--- src/common/tmu_pkg.sv ---
// Package of constants shared by the timer unit modules.
package tmu_pkg;

	// ==========================================================
	// Geometry
	localparam int TMU_NUM_TIMERS = 3;
	localparam int TMU_CNT_W = 16;
	localparam int TMU_NUM_PINS = 4;

	// ==========================================================
	// Register byte offsets
	localparam logic [7:0] TMU_TMR_STRIDE = 8'h10;
	localparam logic [7:0] TMU_OFS_CNT = 8'h00;
	localparam logic [7:0] TMU_OFS_MAXA = 8'h04;
	localparam logic [7:0] TMU_OFS_MAXB = 8'h08;
	localparam logic [7:0] TMU_OFS_CTL = 8'h0c;
	localparam logic [7:0] TMU_OFS_SYSCFG = 8'h30;
	localparam logic [7:0] TMU_OFS_IRQ = 8'h34;

	// ==========================================================
	// Timer control register fields
	localparam int TMU_CTL_CONT = 0;
	localparam int TMU_CTL_ALT = 1;
	localparam int TMU_CTL_EXT = 2;
	localparam int TMU_CTL_PRE = 3;
	localparam int TMU_CTL_RIU = 4;
	localparam int TMU_CTL_MC = 5;
	localparam int TMU_CTL_INT = 13;
	localparam int TMU_CTL_EN = 15;

	// ==========================================================
	// System configuration and request register fields
	localparam int TMU_SYSCFG_DEMOD = 6;
	localparam int TMU_IRQ_TWO = 4;
	localparam int TMU_IRQ_FOUR = 5;
	localparam int TMU_IRQ_TOP_LSB = 8;
	localparam logic [1:0] TMU_TOP_NONE = 2'h3;

	// ==========================================================
	// Pin indices in the input synchroniser
	localparam int TMU_PIN_T0 = 0;
	localparam int TMU_PIN_T1 = 1;
	localparam int TMU_PIN_TWO = 2;
	localparam int TMU_PIN_FOUR = 3;

	// ==========================================================
	// Reset values and timing
	localparam logic [15:0] TMU_REG_RST = 16'h0000;
	localparam logic [1:0] TMU_TICK_LAST = 2'h3;
	localparam logic [2:0] TMU_HSIZE_WORD = 3'h2;

endpackage : tmu_pkg

--- src/hw/tmu_timer_core.sv ---
// One 16-bit timer count with its limit selection and output waveform.
`timescale 1ns/1ps
`default_nettype none
module tmu_timer_core
	import tmu_pkg::*;
(
	// Clock and reset
	input wire logic clk,
	input wire logic resetn,
	// Control
	input wire logic tick,
	input wire logic alt,
	input wire logic wr_cnt,
	input wire logic [15:0] wdata,
	input wire logic [15:0] max_a,
	input wire logic [15:0] max_b,
	// State
	output logic [15:0] count,
	output logic riu,
	output logic term,
	output logic pin_out
);

	logic [15:0] count_r;
	logic riu_r;
	logic pin_r;
	logic [15:0] inc;
	logic [15:0] limit;

	assign inc = count_r + 16'h0001;
	assign limit = riu_r ? max_b : max_a;
	assign term = tick && (inc == limit);
	assign count = count_r;
	assign riu = riu_r;
	assign pin_out = pin_r;

	// ==========================================================
	// Count
	// A limit of zero lets the count wrap, giving the full 65536 range.
	always_ff @(posedge clk or negedge resetn)
	begin
		if (!resetn)
			count_r <= TMU_REG_RST;
		else if (wr_cnt)
			count_r <= wdata;
		else if (term)
			count_r <= 16'h0000;
		else if (tick)
			count_r <= inc;
	end

	// ==========================================================
	// Limit selection and output pin
	always_ff @(posedge clk or negedge resetn)
	begin
		if (!resetn)
			riu_r <= 1'b0;
		else if (!alt)
			riu_r <= 1'b0;
		else if (term)
			riu_r <= ~riu_r;
	end

	always_ff @(posedge clk or negedge resetn)
	begin
		if (!resetn)
			pin_r <= 1'b1;
		else if (alt)
			pin_r <= term ? riu_r : ~riu_r;
		else
			pin_r <= ~term;
	end

endmodule : tmu_timer_core
`default_nettype wire

--- src/hw/tmu_top.sv ---
// Timer unit with three timers, pulse-width demodulation and AHB-Lite registers.
//
// The placing of the registers and register access over AHB-Lite are this design's own decisions.
`timescale 1ns/1ps
`default_nettype none
// Contract
// - Three independent timers, 16-bit counts each.
// - Timers 0,1 have input and output pins.
// - Timer 2 internal: delays, prescaler, DMA request.
// - Eleven 16-bit timer registers for software.
// - Counts readable and writable at any time.
// - Each timer event increments count by one.
// - Count reaching limit clears to zero immediately.
// - Timers 0,1 alternate primary/secondary limits optionally.
// - Primary-only: output low one clock at limit.
// - Dual-limit: output shows which limit controls.
// - Inputs sampled every fourth clock.
// - External clocking: output responds within six clocks; this design takes up to seven.
// - One shared timer request, priority 0,1,2.
// - Demodulation enabled by configuration bit six.
// - Demod: shared pin edges raise requests, gate timers.
// - Demod frees timer inputs and irq-four pin.
// - Limit sets flag; optional interrupt on limit.
module tmu_top
	import tmu_pkg::*;
(
	// Clock and reset
	input wire logic clk,
	input wire logic resetn,
	// AHB-Lite slave
	input wire logic hsel,
	input wire logic [31:0] haddr,
	input wire logic [1:0] htrans,
	input wire logic hwrite,
	input wire logic [2:0] hsize,
	input wire logic [31:0] hwdata,
	input wire logic hready,
	output logic [31:0] hrdata,
	output logic hreadyout,
	output logic hresp,
	// Timer pins
	input wire logic timer_zero_input_pin,
	input wire logic timer_one_input_pin,
	output logic timer_zero_output_pin,
	output logic timer_one_output_pin,
	// External request pins, the first doubles as demodulation pin
	input wire logic ext_irq_two,
	input wire logic ext_irq_four,
	// Requests to the system
	output logic timer_irq,
	output logic timer_dma_req,
	output logic ext_irq_two_req,
	output logic ext_irq_four_req,
	output logic pio_release
);

	// ==========================================================
	// Declarations
	logic [TMU_NUM_PINS-1:0] pin_in;
	logic [TMU_NUM_PINS-1:0] sync1_r;
	logic [TMU_NUM_PINS-1:0] sync2_r;
	logic [TMU_NUM_PINS-1:0] samp_r;
	logic [1:0] div_r;
	logic strobe;
	logic pwd_last_r;
	logic four_last_r;
	logic demod;
	logic [15:0] syscfg_r;
	logic [TMU_NUM_TIMERS-1:0] en_r;
	logic [TMU_NUM_TIMERS-1:0] cont_r;
	logic [TMU_NUM_TIMERS-1:0] alt_r;
	logic [TMU_NUM_TIMERS-1:0] ext_r;
	logic [TMU_NUM_TIMERS-1:0] pre_r;
	logic [TMU_NUM_TIMERS-1:0] inten_r;
	logic [TMU_NUM_TIMERS-1:0] mc_r;
	logic [TMU_NUM_TIMERS-1:0] tpend_r;
	logic [TMU_NUM_TIMERS-1:0] ev;
	logic [TMU_NUM_TIMERS-1:0] term;
	logic [TMU_NUM_TIMERS-1:0] riu;
	logic [TMU_NUM_TIMERS-1:0] tpin;
	logic [TMU_NUM_TIMERS-1:0] wr_cnt;
	logic [TMU_NUM_TIMERS-1:0] wr_maxa;
	logic [TMU_NUM_TIMERS-1:0] wr_maxb;
	logic [TMU_NUM_TIMERS-1:0] wr_ctl;
	logic [15:0] cnt_w [TMU_NUM_TIMERS];
	logic [15:0] maxa_r [TMU_NUM_TIMERS];
	logic [15:0] maxb_r [TMU_NUM_TIMERS];
	logic two_pend_r;
	logic four_pend_r;
	logic two_set;
	logic four_set;
	logic wr_pend_r;
	logic [7:0] wr_addr_r;
	logic [15:0] wdata;
	logic wr_syscfg;
	logic wr_irq;
	logic acc;
	logic [15:0] rd_val;
	logic [1:0] top_src;
	logic [31:0] hrdata_r;
	logic t0_out_r;
	logic t1_out_r;
	logic irq_r;
	logic dma_r;
	logic two_req_r;
	logic four_req_r;
	logic rel_r;

	assign pin_in = {ext_irq_four, ext_irq_two, timer_one_input_pin, timer_zero_input_pin};
	assign demod = syscfg_r[TMU_SYSCFG_DEMOD];

	// ==========================================================
	// Pin synchronisers and quarter-rate sampling
	genvar g;
	generate
		for (g = 0; g < TMU_NUM_PINS; g++)
		begin : g_sync
			always_ff @(posedge clk or negedge resetn)
			begin
				// Pins idle high on their pull-ups, so no false edge follows reset.
				if (!resetn)
				begin
					sync1_r[g] <= 1'b1;
					sync2_r[g] <= 1'b1;
				end
				else
				begin
					sync1_r[g] <= pin_in[g];
					sync2_r[g] <= sync1_r[g];
				end
			end
		end
	endgenerate

	always_ff @(posedge clk or negedge resetn)
	begin
		if (!resetn)
			div_r <= 2'h0;
		else
			div_r <= div_r + 2'h1;
	end

	// Sampling on the quarter strobe caps the count rate and the resolution.
	assign strobe = (div_r == TMU_TICK_LAST);

	always_ff @(posedge clk or negedge resetn)
	begin
		if (!resetn)
			samp_r <= {TMU_NUM_PINS{1'b1}};
		else if (strobe)
			samp_r <= sync2_r;
	end

	// ==========================================================
	// Timer events
	// External edges: two sync stages plus at most three waits for the strobe,
	// then the core pin flop and the output flop, keeps the pin answer inside seven clocks.
	always_comb
	begin
		ev[2] = en_r[2] && strobe;
		for (int t = 0; t < 2; t++)
		begin
			if (demod)
				ev[t] = en_r[t] && strobe && (sync2_r[TMU_PIN_TWO] == (t == 1));
			else if (ext_r[t])
				ev[t] = en_r[t] && strobe && sync2_r[t] && !samp_r[t];
			else if (pre_r[t])
				ev[t] = en_r[t] && term[2];
			else
				ev[t] = en_r[t] && strobe;
		end
	end

	generate
		for (g = 0; g < TMU_NUM_TIMERS; g++)
		begin : g_tmr
			tmu_timer_core u_core (
				.clk(clk),
				.resetn(resetn),
				.tick(ev[g]),
				.alt(alt_r[g] && (g < 2)),
				.wr_cnt(wr_cnt[g]),
				.wdata(wdata),
				.max_a(maxa_r[g]),
				.max_b((g < 2) ? maxb_r[g] : maxa_r[g]),
				.count(cnt_w[g]),
				.riu(riu[g]),
				.term(term[g]),
				.pin_out(tpin[g])
			);

			// Non-continuous timers stop at the end of their cycle, except timer 2 with its ALT bit set, which never stops.
			always_ff @(posedge clk or negedge resetn)
			begin
				if (!resetn)
				begin
					en_r[g] <= 1'b0;
					cont_r[g] <= 1'b0;
					alt_r[g] <= 1'b0;
					ext_r[g] <= 1'b0;
					pre_r[g] <= 1'b0;
					inten_r[g] <= 1'b0;
				end
				else if (wr_ctl[g])
				begin
					en_r[g] <= wdata[TMU_CTL_EN];
					cont_r[g] <= wdata[TMU_CTL_CONT];
					alt_r[g] <= wdata[TMU_CTL_ALT];
					ext_r[g] <= wdata[TMU_CTL_EXT];
					pre_r[g] <= wdata[TMU_CTL_PRE];
					inten_r[g] <= wdata[TMU_CTL_INT];
				end
				else if (term[g] && !cont_r[g] && (!alt_r[g] || riu[g]))
					en_r[g] <= 1'b0;
			end

			// Limit flag: set wins over a software clear in the same cycle.
			always_ff @(posedge clk or negedge resetn)
			begin
				if (!resetn)
					mc_r[g] <= 1'b0;
				else if (term[g])
					mc_r[g] <= 1'b1;
				else if (wr_ctl[g] && !wdata[TMU_CTL_MC])
					mc_r[g] <= 1'b0;
			end

			always_ff @(posedge clk or negedge resetn)
			begin
				if (!resetn)
					tpend_r[g] <= 1'b0;
				else if (term[g] && inten_r[g])
					tpend_r[g] <= 1'b1;
				else if (wr_irq && wdata[g])
					tpend_r[g] <= 1'b0;
			end

			always_ff @(posedge clk or negedge resetn)
			begin
				if (!resetn)
				begin
					maxa_r[g] <= TMU_REG_RST;
					maxb_r[g] <= TMU_REG_RST;
				end
				else
				begin
					if (wr_maxa[g])
						maxa_r[g] <= wdata;
					if (wr_maxb[g] && (g < 2))
						maxb_r[g] <= wdata;
				end
			end
		end
	endgenerate

	// ==========================================================
	// External requests and demodulation edges
	always_ff @(posedge clk or negedge resetn)
	begin
		if (!resetn)
		begin
			pwd_last_r <= 1'b1;
			four_last_r <= 1'b1;
		end
		else
		begin
			pwd_last_r <= sync2_r[TMU_PIN_TWO];
			four_last_r <= sync2_r[TMU_PIN_FOUR];
		end
	end

	// In demod the falling edge ends a high phase (timer 1) and the rising
	// edge ends a low phase (timer 0); the request pin four is ignored.
	always_comb
	begin
		if (demod)
		begin
			two_set = pwd_last_r && !sync2_r[TMU_PIN_TWO];
			four_set = !pwd_last_r && sync2_r[TMU_PIN_TWO];
		end
		else
		begin
			two_set = !pwd_last_r && sync2_r[TMU_PIN_TWO];
			four_set = !four_last_r && sync2_r[TMU_PIN_FOUR];
		end
	end

	always_ff @(posedge clk or negedge resetn)
	begin
		if (!resetn)
			two_pend_r <= 1'b0;
		else if (two_set)
			two_pend_r <= 1'b1;
		else if (wr_irq && wdata[TMU_IRQ_TWO])
			two_pend_r <= 1'b0;
	end

	always_ff @(posedge clk or negedge resetn)
	begin
		if (!resetn)
			four_pend_r <= 1'b0;
		else if (four_set)
			four_pend_r <= 1'b1;
		else if (wr_irq && wdata[TMU_IRQ_FOUR])
			four_pend_r <= 1'b0;
	end

	always_comb
	begin
		if (tpend_r[0])
			top_src = 2'h0;
		else if (tpend_r[1])
			top_src = 2'h1;
		else if (tpend_r[2])
			top_src = 2'h2;
		else
			top_src = TMU_TOP_NONE;
	end

	// ==========================================================
	// AHB-Lite slave, zero wait states
	// Read data is fetched in the address phase so hrdata leaves a flop.
	assign acc = hsel && hready && htrans[1] && (hsize == TMU_HSIZE_WORD);
	assign wdata = hwdata[15:0];

	always_ff @(posedge clk or negedge resetn)
	begin
		if (!resetn)
		begin
			wr_pend_r <= 1'b0;
			wr_addr_r <= 8'h00;
		end
		else if (hready)
		begin
			wr_pend_r <= acc && hwrite;
			wr_addr_r <= haddr[7:0];
		end
	end

	always_comb
	begin
		wr_syscfg = wr_pend_r && (wr_addr_r == TMU_OFS_SYSCFG);
		wr_irq = wr_pend_r && (wr_addr_r == TMU_OFS_IRQ);
		for (int t = 0; t < TMU_NUM_TIMERS; t++)
		begin
			wr_cnt[t] = wr_pend_r && (wr_addr_r == 8'(8'(t) * TMU_TMR_STRIDE));
			wr_maxa[t] = wr_pend_r && (wr_addr_r == 8'(8'(t) * TMU_TMR_STRIDE) + TMU_OFS_MAXA);
			wr_maxb[t] = wr_pend_r && (wr_addr_r == 8'(8'(t) * TMU_TMR_STRIDE) + TMU_OFS_MAXB);
			wr_ctl[t] = wr_pend_r && (wr_addr_r == 8'(8'(t) * TMU_TMR_STRIDE) + TMU_OFS_CTL);
		end
	end

	always_ff @(posedge clk or negedge resetn)
	begin
		if (!resetn)
			syscfg_r <= TMU_REG_RST;
		else if (wr_syscfg)
			syscfg_r <= wdata;
	end

	// Unmapped words read zero and ignore writes.
	always_comb
	begin
		rd_val = 16'h0000;
		if (haddr[7:0] == TMU_OFS_SYSCFG)
			rd_val = syscfg_r;
		else if (haddr[7:0] == TMU_OFS_IRQ)
			rd_val = {6'h00, top_src, 2'h0, four_pend_r, two_pend_r, 1'b0, tpend_r};
		else
		begin
			for (int t = 0; t < TMU_NUM_TIMERS; t++)
			begin
				if (haddr[7:0] == 8'(8'(t) * TMU_TMR_STRIDE) + TMU_OFS_CNT)
					rd_val = cnt_w[t];
				else if (haddr[7:0] == 8'(8'(t) * TMU_TMR_STRIDE) + TMU_OFS_MAXA)
					rd_val = maxa_r[t];
				else if ((t < 2) && (haddr[7:0] == 8'(8'(t) * TMU_TMR_STRIDE) + TMU_OFS_MAXB))
					rd_val = maxb_r[t];
				else if (haddr[7:0] == 8'(8'(t) * TMU_TMR_STRIDE) + TMU_OFS_CTL)
				begin
					rd_val[TMU_CTL_EN] = en_r[t];
					rd_val[TMU_CTL_INT] = inten_r[t];
					rd_val[TMU_CTL_MC] = mc_r[t];
					rd_val[TMU_CTL_RIU] = riu[t];
					rd_val[TMU_CTL_PRE] = pre_r[t];
					rd_val[TMU_CTL_EXT] = ext_r[t];
					rd_val[TMU_CTL_ALT] = alt_r[t];
					rd_val[TMU_CTL_CONT] = cont_r[t];
				end
			end
		end
	end

	always_ff @(posedge clk or negedge resetn)
	begin
		if (!resetn)
			hrdata_r <= 32'h00000000;
		else if (acc && !hwrite)
			hrdata_r <= {16'h0000, rd_val};
	end

	// ==========================================================
	// Registered outputs
	always_ff @(posedge clk or negedge resetn)
	begin
		if (!resetn)
		begin
			t0_out_r <= 1'b1;
			t1_out_r <= 1'b1;
			irq_r <= 1'b0;
			dma_r <= 1'b0;
			two_req_r <= 1'b0;
			four_req_r <= 1'b0;
			rel_r <= 1'b0;
		end
		else
		begin
			t0_out_r <= tpin[0];
			t1_out_r <= tpin[1];
			irq_r <= |tpend_r;
			dma_r <= term[2];
			two_req_r <= two_pend_r;
			four_req_r <= four_pend_r;
			rel_r <= demod;
		end
	end

	assign hrdata = hrdata_r;
	assign hreadyout = 1'b1;
	assign hresp = 1'b0;
	assign timer_zero_output_pin = t0_out_r;
	assign timer_one_output_pin = t1_out_r;
	assign timer_irq = irq_r;
	assign timer_dma_req = dma_r;
	assign ext_irq_two_req = two_req_r;
	assign ext_irq_four_req = four_req_r;
	assign pio_release = rel_r;

endmodule : tmu_top
`default_nettype wire

--- config.mk ---
export PLATFORM = sky130hd
export DESIGN_NAME = tmu_top
export DESIGN_NICKNAME = d
export VERILOG_FILES = /design/src/common/tmu_pkg.sv /design/src/hw/tmu_timer_core.sv /design/src/hw/tmu_top.sv
export SDC_FILE = /design/constraint.sdc
export NUM_CORES = 1
export LEC_CHECK = 0
export ABC_AREA = 0
export ABC_CLOCK_PERIOD_IN_PS = 9200
export BUFFER_PORTS_ARGS = -buffer_cell sky130_fd_sc_hd__buf_2
export CORE_MARGIN = 2
export CORE_UTILIZATION = 61
export DETAILED_ROUTE_END_ITERATION = 8
export PLACE_DENSITY = 0.83
export SLEW_MARGIN = 20
export SYNTH_ARGS = -nofsm -noshare
export SYNTH_HDL_FRONTEND = slang
export SYNTH_SLANG_ARGS = --single-unit
--- constraint.sdc ---
create_clock -name clk -period 9.2 [get_ports clk]
set_clock_uncertainty 0.05 [all_clocks]
set_input_delay 1.84 -clock clk [delete_from_list [all_inputs] [get_ports clk]]
set_output_delay 1.84 -clock clk [all_outputs]
set_load 0.05 [all_outputs]
==> results of run 1 <==
## layer usage
layer	vias to the layer above	part of all wire, %
met2	663	46
li1	4753	-
met4	0	4.3
met3	133	10
met1	5324	40
met5	-	0
## cell usage after synthesis (18+ instances only)
master	n	area [µm²]
xnor2_1	46	403
nor2_1	85	319
inv_1	21	78.8
mux2_2	125	1410
clkbuf_1	59	221
a221o_1	18	180
nand2_1	106	398
a22oi_1	21	158
and3_1	32	200
a31oi_1	30	188
a21oi_1	34	170
dfrtp_1	204	5100
buf_4	22	165
nand3_1	38	190
buf_2	19	95.1
nor3_1	32	160
xor2_1	21	184
o21ai_0	70	350
mux2i_1	41	410
## cell families (layout without fill, tap and decap cells)
group           Yosys count  count (layout)  share of synthesized area (%)
simple gates            427             427                           17.6
xor+xnor                 67              67                           4.60
fa+ha+maj                 4               4                          0.392
flops                   220             220                           43.3
mux                     169             169                           14.8
compound gates          272             272                           14.7
buf+inv                 127             139                           4.63
other cells               2              18                         0.0589
## area by class of cell
| class | instances | area, µm² |
|---|---|---|
| multi-input combinational | 957 | 6710 |
| fill | 1584 | 6440 |
| sequential | 220 | 5530 |
| clock buffer | 35 | 742 |
| timing repair buffer | 74 | 418 |
| tap | 270 | 338 |
| clock inverter | 9 | 113 |
| inverter | 21 | 78.8 |
## metrics by stage
stage / area, µm² / power (mW) / hold slack, ns / util [%] / std cells
6_report: 13900 / 2.52 / 0.305 / 68.4 / 1586
5_1_grt: 13900 / 2.60 / 0.308 / 68.4 / 1586
4_1_cts: 13900 / 2.51 / 0.306 / 68.4 / 1586
3_5_place_dp: 13100 / 1.50 / 0.297 / 64.2 / 1542
3_3_place_gp: 13100 / 1.49 / 0.296 / 64.2 / 1542
2_1_floorplan: 12800 / 1.39 / 0.295 / - / 1304
## worst paths after layout
path	from	endpoint	slack, ns	cells after the start
hold / removal	sync1_r[2]	sync2_r[2]	0.31	0
setup reg to reg	g_tmr[1].u_core.riu	g_tmr[1].u_core.count[13]	5.08	9
min in group asynchronous	resetn	g_tmr[2].u_core.count[5]	1.33	1
hold reg to reg	sync1_r[2]	sync2_r[2]	0.31	0
setup / recovery	haddr[3]	hrdata[13]	4.72	10
max in group asynchronous	resetn	wr_addr_r[3]	6.43	2
## worst max-delay path, delay by kind of cell
family	cells	cell delay (ns)
buf+inv	2	0.94
simple gates	2	0.92
compound gates	6	1.13
## power breakdown
part	switching (mW)	internal (mW)
Clock	0.411	0.617
Combinational	0.226	0.138
Sequential	0.101	1.03
Total	0.738	1.78
## state kept, by name (all words and copies together) (netlist names), 2 cells and up
name	count
tpend_r	3
g_tmr.u_core.count	48
en_r	3
samp_r	2
pre_r	3
alt_r	3
wr_addr_r	8
sync2_r	4
maxb_r	32
g_tmr.u_core.riu	2
ext_r	3
g_tmr.u_core.pin_out	2
maxa_r	48
sync1_r	4
cont_r	3
div_r	2
mc_r	3
inten_r	3
hrdata	16
syscfg_r	16
==> metrics.md, run 1 <==
| Metric | Value |
|---|---|
| Commonest non-fill, non-tap cells in the layout | `dfrtp_1, mux2_2, nand2_1` |
| CP peak stage delay | `0.71 ns` |
| Routing usage on met1 | `47.0%` |
| Yosys warnings | `0` |
| Post-synth EDFFs | `0` |
| TritonCTS clock tree | `yes` |
| Status | `complete, but fails checks` |
| Core Region | `20400 µm²` |
| Register bit total from synthesis | `220` |
| Post-route clock period utilization | `48.7%` |
| Initial DRC count | `1142` |
| Grt ovf | `0` |
| Max-cap violations | `0` |
| Clk pin slew, worst setup/hold paths | `0.06 ns` |
| Routed WL | `38000 µm` |
| Pin count of the biggest net entering global routing | `112` |
| Antenna violations before repair | `0` |
| CTS Buf Count | `24` |
| Routed Antenna Nets | `0` |
| Worst setup SP type | `primary input` |
| Sequential area share after synthesis | `43.3%` |
| Grt met2 use | `55.5%` |
| Boundary Pins | `119` |
| Clk_lat worst skew | `0.53 ns` |
| Final Net Count | `1380` |
| Synth cell types | `82` |
| Met3 Track Usage GR | `7.24%` |
| Layout cells sized above 1 | `21.7%` |
| Remaining DRCs | `1` |
| HP Class | `reg2reg` |
| Final setup fails | `0` |
| Global-route usage over all layers | `34.9%` |
| F_max | `223 MHz` |
| Die area | `22100 µm²` |
| Die Y | `149 µm` |
| Slew HR | `26.1%` |
| Final HPWL from detailed placement | `26600 µm` |
| Diodes inserted | `0` |
| Commonest non-fill, non-tap cell in the layout | `dfrtp_1` |
| Drt first pass iters | `9` |
| Syn Area/Cell | `9.90 µm²` |
| Mapped Area | `12800 µm²` |
| Setup ws final | `4.72 ns` |
| Number of port buffers | `59` |
| H-tree levels | `1` |
| Post-CTS Resized | `0` |
| Worst Path Arrival | `4.87 ns` |
| Worst EP required | `9.59 ns` |
| P_leak | `5.78 nW` |
| Vias per cell | `6.86` |
| Synth Instances | `1288` |
| Initial Util | `62.6%` |
| Failing checks | `design-rule violations` |
| Commonest register cell after synthesis | `dfrtp_1` |
| Slowest CP cell | `and3_1` |
| Vias in the first global route | `10600` |
| Crit Path Max Fanout | `29` |
| Via count | `10900` |
| Power per Cell Area | `181 nW/µm²` |
| Gr busiest metal | `met2` |
| Max clock buf depth | `3` |
| Final hold viol count | `0` |
| Slew Limit Fails | `0` |
| Worst-path cell chain | `buf_2 > inv_1 > nor2_1 > and3_1 > a22oi_1 > a31oi_1 > a221oi_1 > a211oi_1 > a21oi_1 > o21ai_0` |
| Crit Path Class | `in2reg` |
| Layout area overhead | `9.15%` |
| Setup crit end kind | `flip-flop` |
| Post-CTS setup buffers | `0` |
| FFs w/ async S/R, synth | `100%` |
| Post-cts hold buffer count | `0` |
| VDD IR max | `0.000140 V` |
| Final Wtd Congestion | `0.992` |
| First-pass GRT wire length | `59700 µm` |
| Routed len/inst | `24.0 µm` |
| Number of cell rows | `52` |
| Post-Place Worst Slack | `4.36 ns` |
| Die Wd | `149 µm` |
| CTS root buffer | `clkbuf_16` |
| Post-route setup TNS | `0 ns` |
| Least-Margin Pin Slew | `1.11 ns` |
| Sinks on Clock Net | `220` |
| RSZ-0062 raised after global routing | `false` |
| Crit path time final | `4.48 ns` |
No activity file was read; power rests on OpenSTA's default activity.
==> inputs of run 2 (changes only) <==
--- a/config.mk
+++ b/config.mk
@@ -6,12 +6,12 @@
 export NUM_CORES = 1
 export LEC_CHECK = 0
 export ABC_AREA = 0
-export ABC_CLOCK_PERIOD_IN_PS = 9200
+export ABC_CLOCK_PERIOD_IN_PS = 4350
 export BUFFER_PORTS_ARGS = -buffer_cell sky130_fd_sc_hd__buf_2
 export CORE_MARGIN = 2
-export CORE_UTILIZATION = 61
+export CORE_UTILIZATION = 60
 export DETAILED_ROUTE_END_ITERATION = 8
-export PLACE_DENSITY = 0.83
+export PLACE_DENSITY = 0.81
 export SLEW_MARGIN = 20
 export SYNTH_ARGS = -nofsm -noshare
 export SYNTH_HDL_FRONTEND = slang
==> constraint.sdc (replaced) <==
create_clock -name clk -period 4.35 [get_ports clk]
set_clock_uncertainty 0.05 [all_clocks]
set_input_delay 0.87 -clock clk [delete_from_list [all_inputs] [get_ports clk]]
set_output_delay 0.87 -clock clk [all_outputs]
set_load 0.05 [all_outputs]
==> metrics.md, run 2 (synthesis results as in run 1) <==
| Metric | Value |
|---|---|
| Worst setup SP type | `flip-flop` |
| Number of port buffers | `59 (unchanged)` |
| CP peak stage delay | `0.67 ns (-0.04 ns)` |
| Die Y | `150 µm (+0.81%)` |
| Die area | `22400 µm² (+1.6%)` |
| Post-route clock period utilization | `87.3%` |
| Initial Util | `60.9% (-1.8 points)` |
| Drt first pass iters | `6 (-3)` |
| Crit Path Class | `reg2reg` |
| Layout cells sized above 1 | `22.0% (+0.30 points)` |
| Routed WL | `37900 µm (-0.36%)` |
| RSZ-0062 raised after global routing | `false` |
| Power per Cell Area | `381 nW/µm² (+110%)` |
| CTS Buf Count | `25 (+4.2%)` |
| WL met3 | `3890 µm (+1.8%)` |
| Hold slack | `0.233 ns (-0.0726 ns)` |
| VDD IR max | `0.000298 V (+110%)` |
| Vias in the first global route | `10400 (-1.7%)` |
| Met1 wire length | `14800 µm (-1.4%)` |
| Crit path time final | `3.80 ns` |
| Commonest non-fill, non-tap cells in the layout | `dfrtp_1, mux2_2, nand2_1` |
| Status | `finished, final reports clean` |
| HP Class | `in2async` |
| Met2 WL post-DR | `17500 µm (-0.52%)` |
| Worst EP required | `4.72 ns (-4.87 ns)` |
| Post-cts hold buffer count | `0 (unchanged)` |
| Setup crit end kind | `flip-flop` |
| Core Region | `21000 µm² (+2.9%)` |
| Final HPWL from detailed placement | `26500 µm (about the same)` |
| Buf/Inv on CP | `0 (-2)` |
| Fin area | `14000 µm² (+0.77%)` |
| Least-Margin Pin Slew | `1.07 ns (-0.0349 ns)` |
| Worst Path Arrival | `4.17 ns (-0.70 ns)` |
| Final setup fails | `0 (unchanged)` |
| Post-CTS setup buffers | `0 (unchanged)` |
| Largest delay share family, worst path | `simple AND/OR/NAND/NOR gates` |
| Max-cap violations | `0 (unchanged)` |
| Max clock buf depth | `3 (unchanged)` |
| Slew Limit Fails | `0 (unchanged)` |
| Final Wtd Congestion | `1.04 (+4.5%)` |
| Global-route usage over all layers | `34.5% (-0.38 points)` |
| Number of cell rows | `53 (+1.9%)` |
| Clk pin slew, worst setup/hold paths | `0.06 ns (about the same)` |
| Post-Place Worst Slack | `0.650 ns (-3.71 ns)` |
| Commonest non-fill, non-tap cell in the layout | `dfrtp_1` |
| F_max | `263 MHz` |
| Slowest CP cell | `or4b_1` |
| Remaining DRCs | `0 (-1)` |
| Post-CTS Resized | `0 (unchanged)` |
| Die Wd | `150 µm (+0.81%)` |
| Post-route setup TNS | `0 ns (unchanged)` |
| Sinks on Clock Net | `220 (unchanged)` |
| Final Net Count | `1393 (+0.94%)` |
| Routed len/inst | `23.6 µm (-1.7%)` |
| Uppermost layer routed | `met4` |
| Grt ovf | `0 (unchanged)` |
| Pin count of the biggest net entering global routing | `77 (-31%)` |
| Boundary Pins | `119 (unchanged)` |
| Clk_lat worst skew | `0.54 ns (about the same)` |
| First-pass GRT wire length | `59400 µm (-0.53%)` |
| Via count | `10900 (+0.092%)` |
| Vias per cell | `6.77 (-1.2%)` |
| P_leak | `5.83 nW (+0.84%)` |
| Antenna violations before repair | `2 (+2)` |
| Fillers | `1652 (+4.3%)` |
| Initial DRC count | `1147 (+0.44%)` |
| Post-Route Utilization | `67.0% (-1.4 points)` |
| Slew HR | `28.6% (+2.5 points)` |
| Worst-path cell chain | `ha_1 > nand3_1 > or4b_1 > nor2_1 > xnor2_1 > nor3_1 > and3_1 > and2_0 > a21boi_0 > mux2_2` |
| Crit Path Max Fanout | `17 (-41%)` |
| Final hold viol count | `0 (unchanged)` |
| Setup ws final | `0.553 ns (-4.16 ns)` |
| CTS root buffer | `clkbuf_16` |
| H-tree levels | `1 (unchanged)` |
| Routed Antenna Nets | `0 (unchanged)` |
| TritonCTS clock tree | `yes` |
| Layout area overhead | `10.0%` |
| Placement Cell Area | `13200 µm² (+0.83%)` |
-- run 2: cell count changes in the layout (fill, tap and decap cells not counted) --
cell        change
clkinv_2        -2
clkinvlp_4      +1
clkbuf_1        +7
buf_4          +11
diode_2         +2
bufinv_16       +1
clkbuf_16       +1
clkbuf_8        -5
buf_12          +1
clkinv_8        -1
-- run 2: layer usage --
| layer | vias to the layer above | global-route usage (%) |
|---|---|---|
| met4 | 0 | 14.8 |
| met3 | 115 | 5.95 |
| li1 | 4779 | - |
| met5 | - | 0 |
| met1 | 5378 | 47.7 |
| met2 | 611 | 53.9 |
-- run 2: final timing paths --
check,startpoint,end,slack [ns],cells after the start
min in group clk,sync1_r[2],sync2_r[2],0.30,0
hold / removal,resetn,g_tmr[2].u_core.count[3],0.23,1
setup / recovery,g_tmr[0].u_core.count[0],en_r[0],0.55,10
max in group asynchronous,resetn,g_tmr[0].u_core.count[6],2.98,2
hold reg to reg,sync1_r[2],sync2_r[2],0.30,0
setup reg to reg,g_tmr[0].u_core.count[0],en_r[0],0.55,10
-- run 2: area by class of cell --
cell class              count  area (µm²)  share of cell area [%]
clock inverters             8         124                   0.883
clock buffers              38         724                    5.16
multi-input cells         957        6710                    47.8
diodes                      2        5.00                  0.0357
repair buffers             86         520                    3.71
inverters                  21        78.8                   0.562
well taps                 275         344                    2.45
flip-flops and latches    220        5530                    39.4
-- run 2: power by group --
group,switching (mW),leakage [nW],internal [mW]
clock network,0.864,0.409,1.32
logic,0.476,2.68,0.296
registers,0.213,2.74,2.17
total,1.55,5.83,3.79
-- run 2: through the flow --
stage	instances	power (mW)
after floorplan	1304	2.94
after global placement	1559	3.15
after detailed placement	1559	3.17
after CTS	1605	5.35
after global routing	1605	5.54
final	1607	5.34
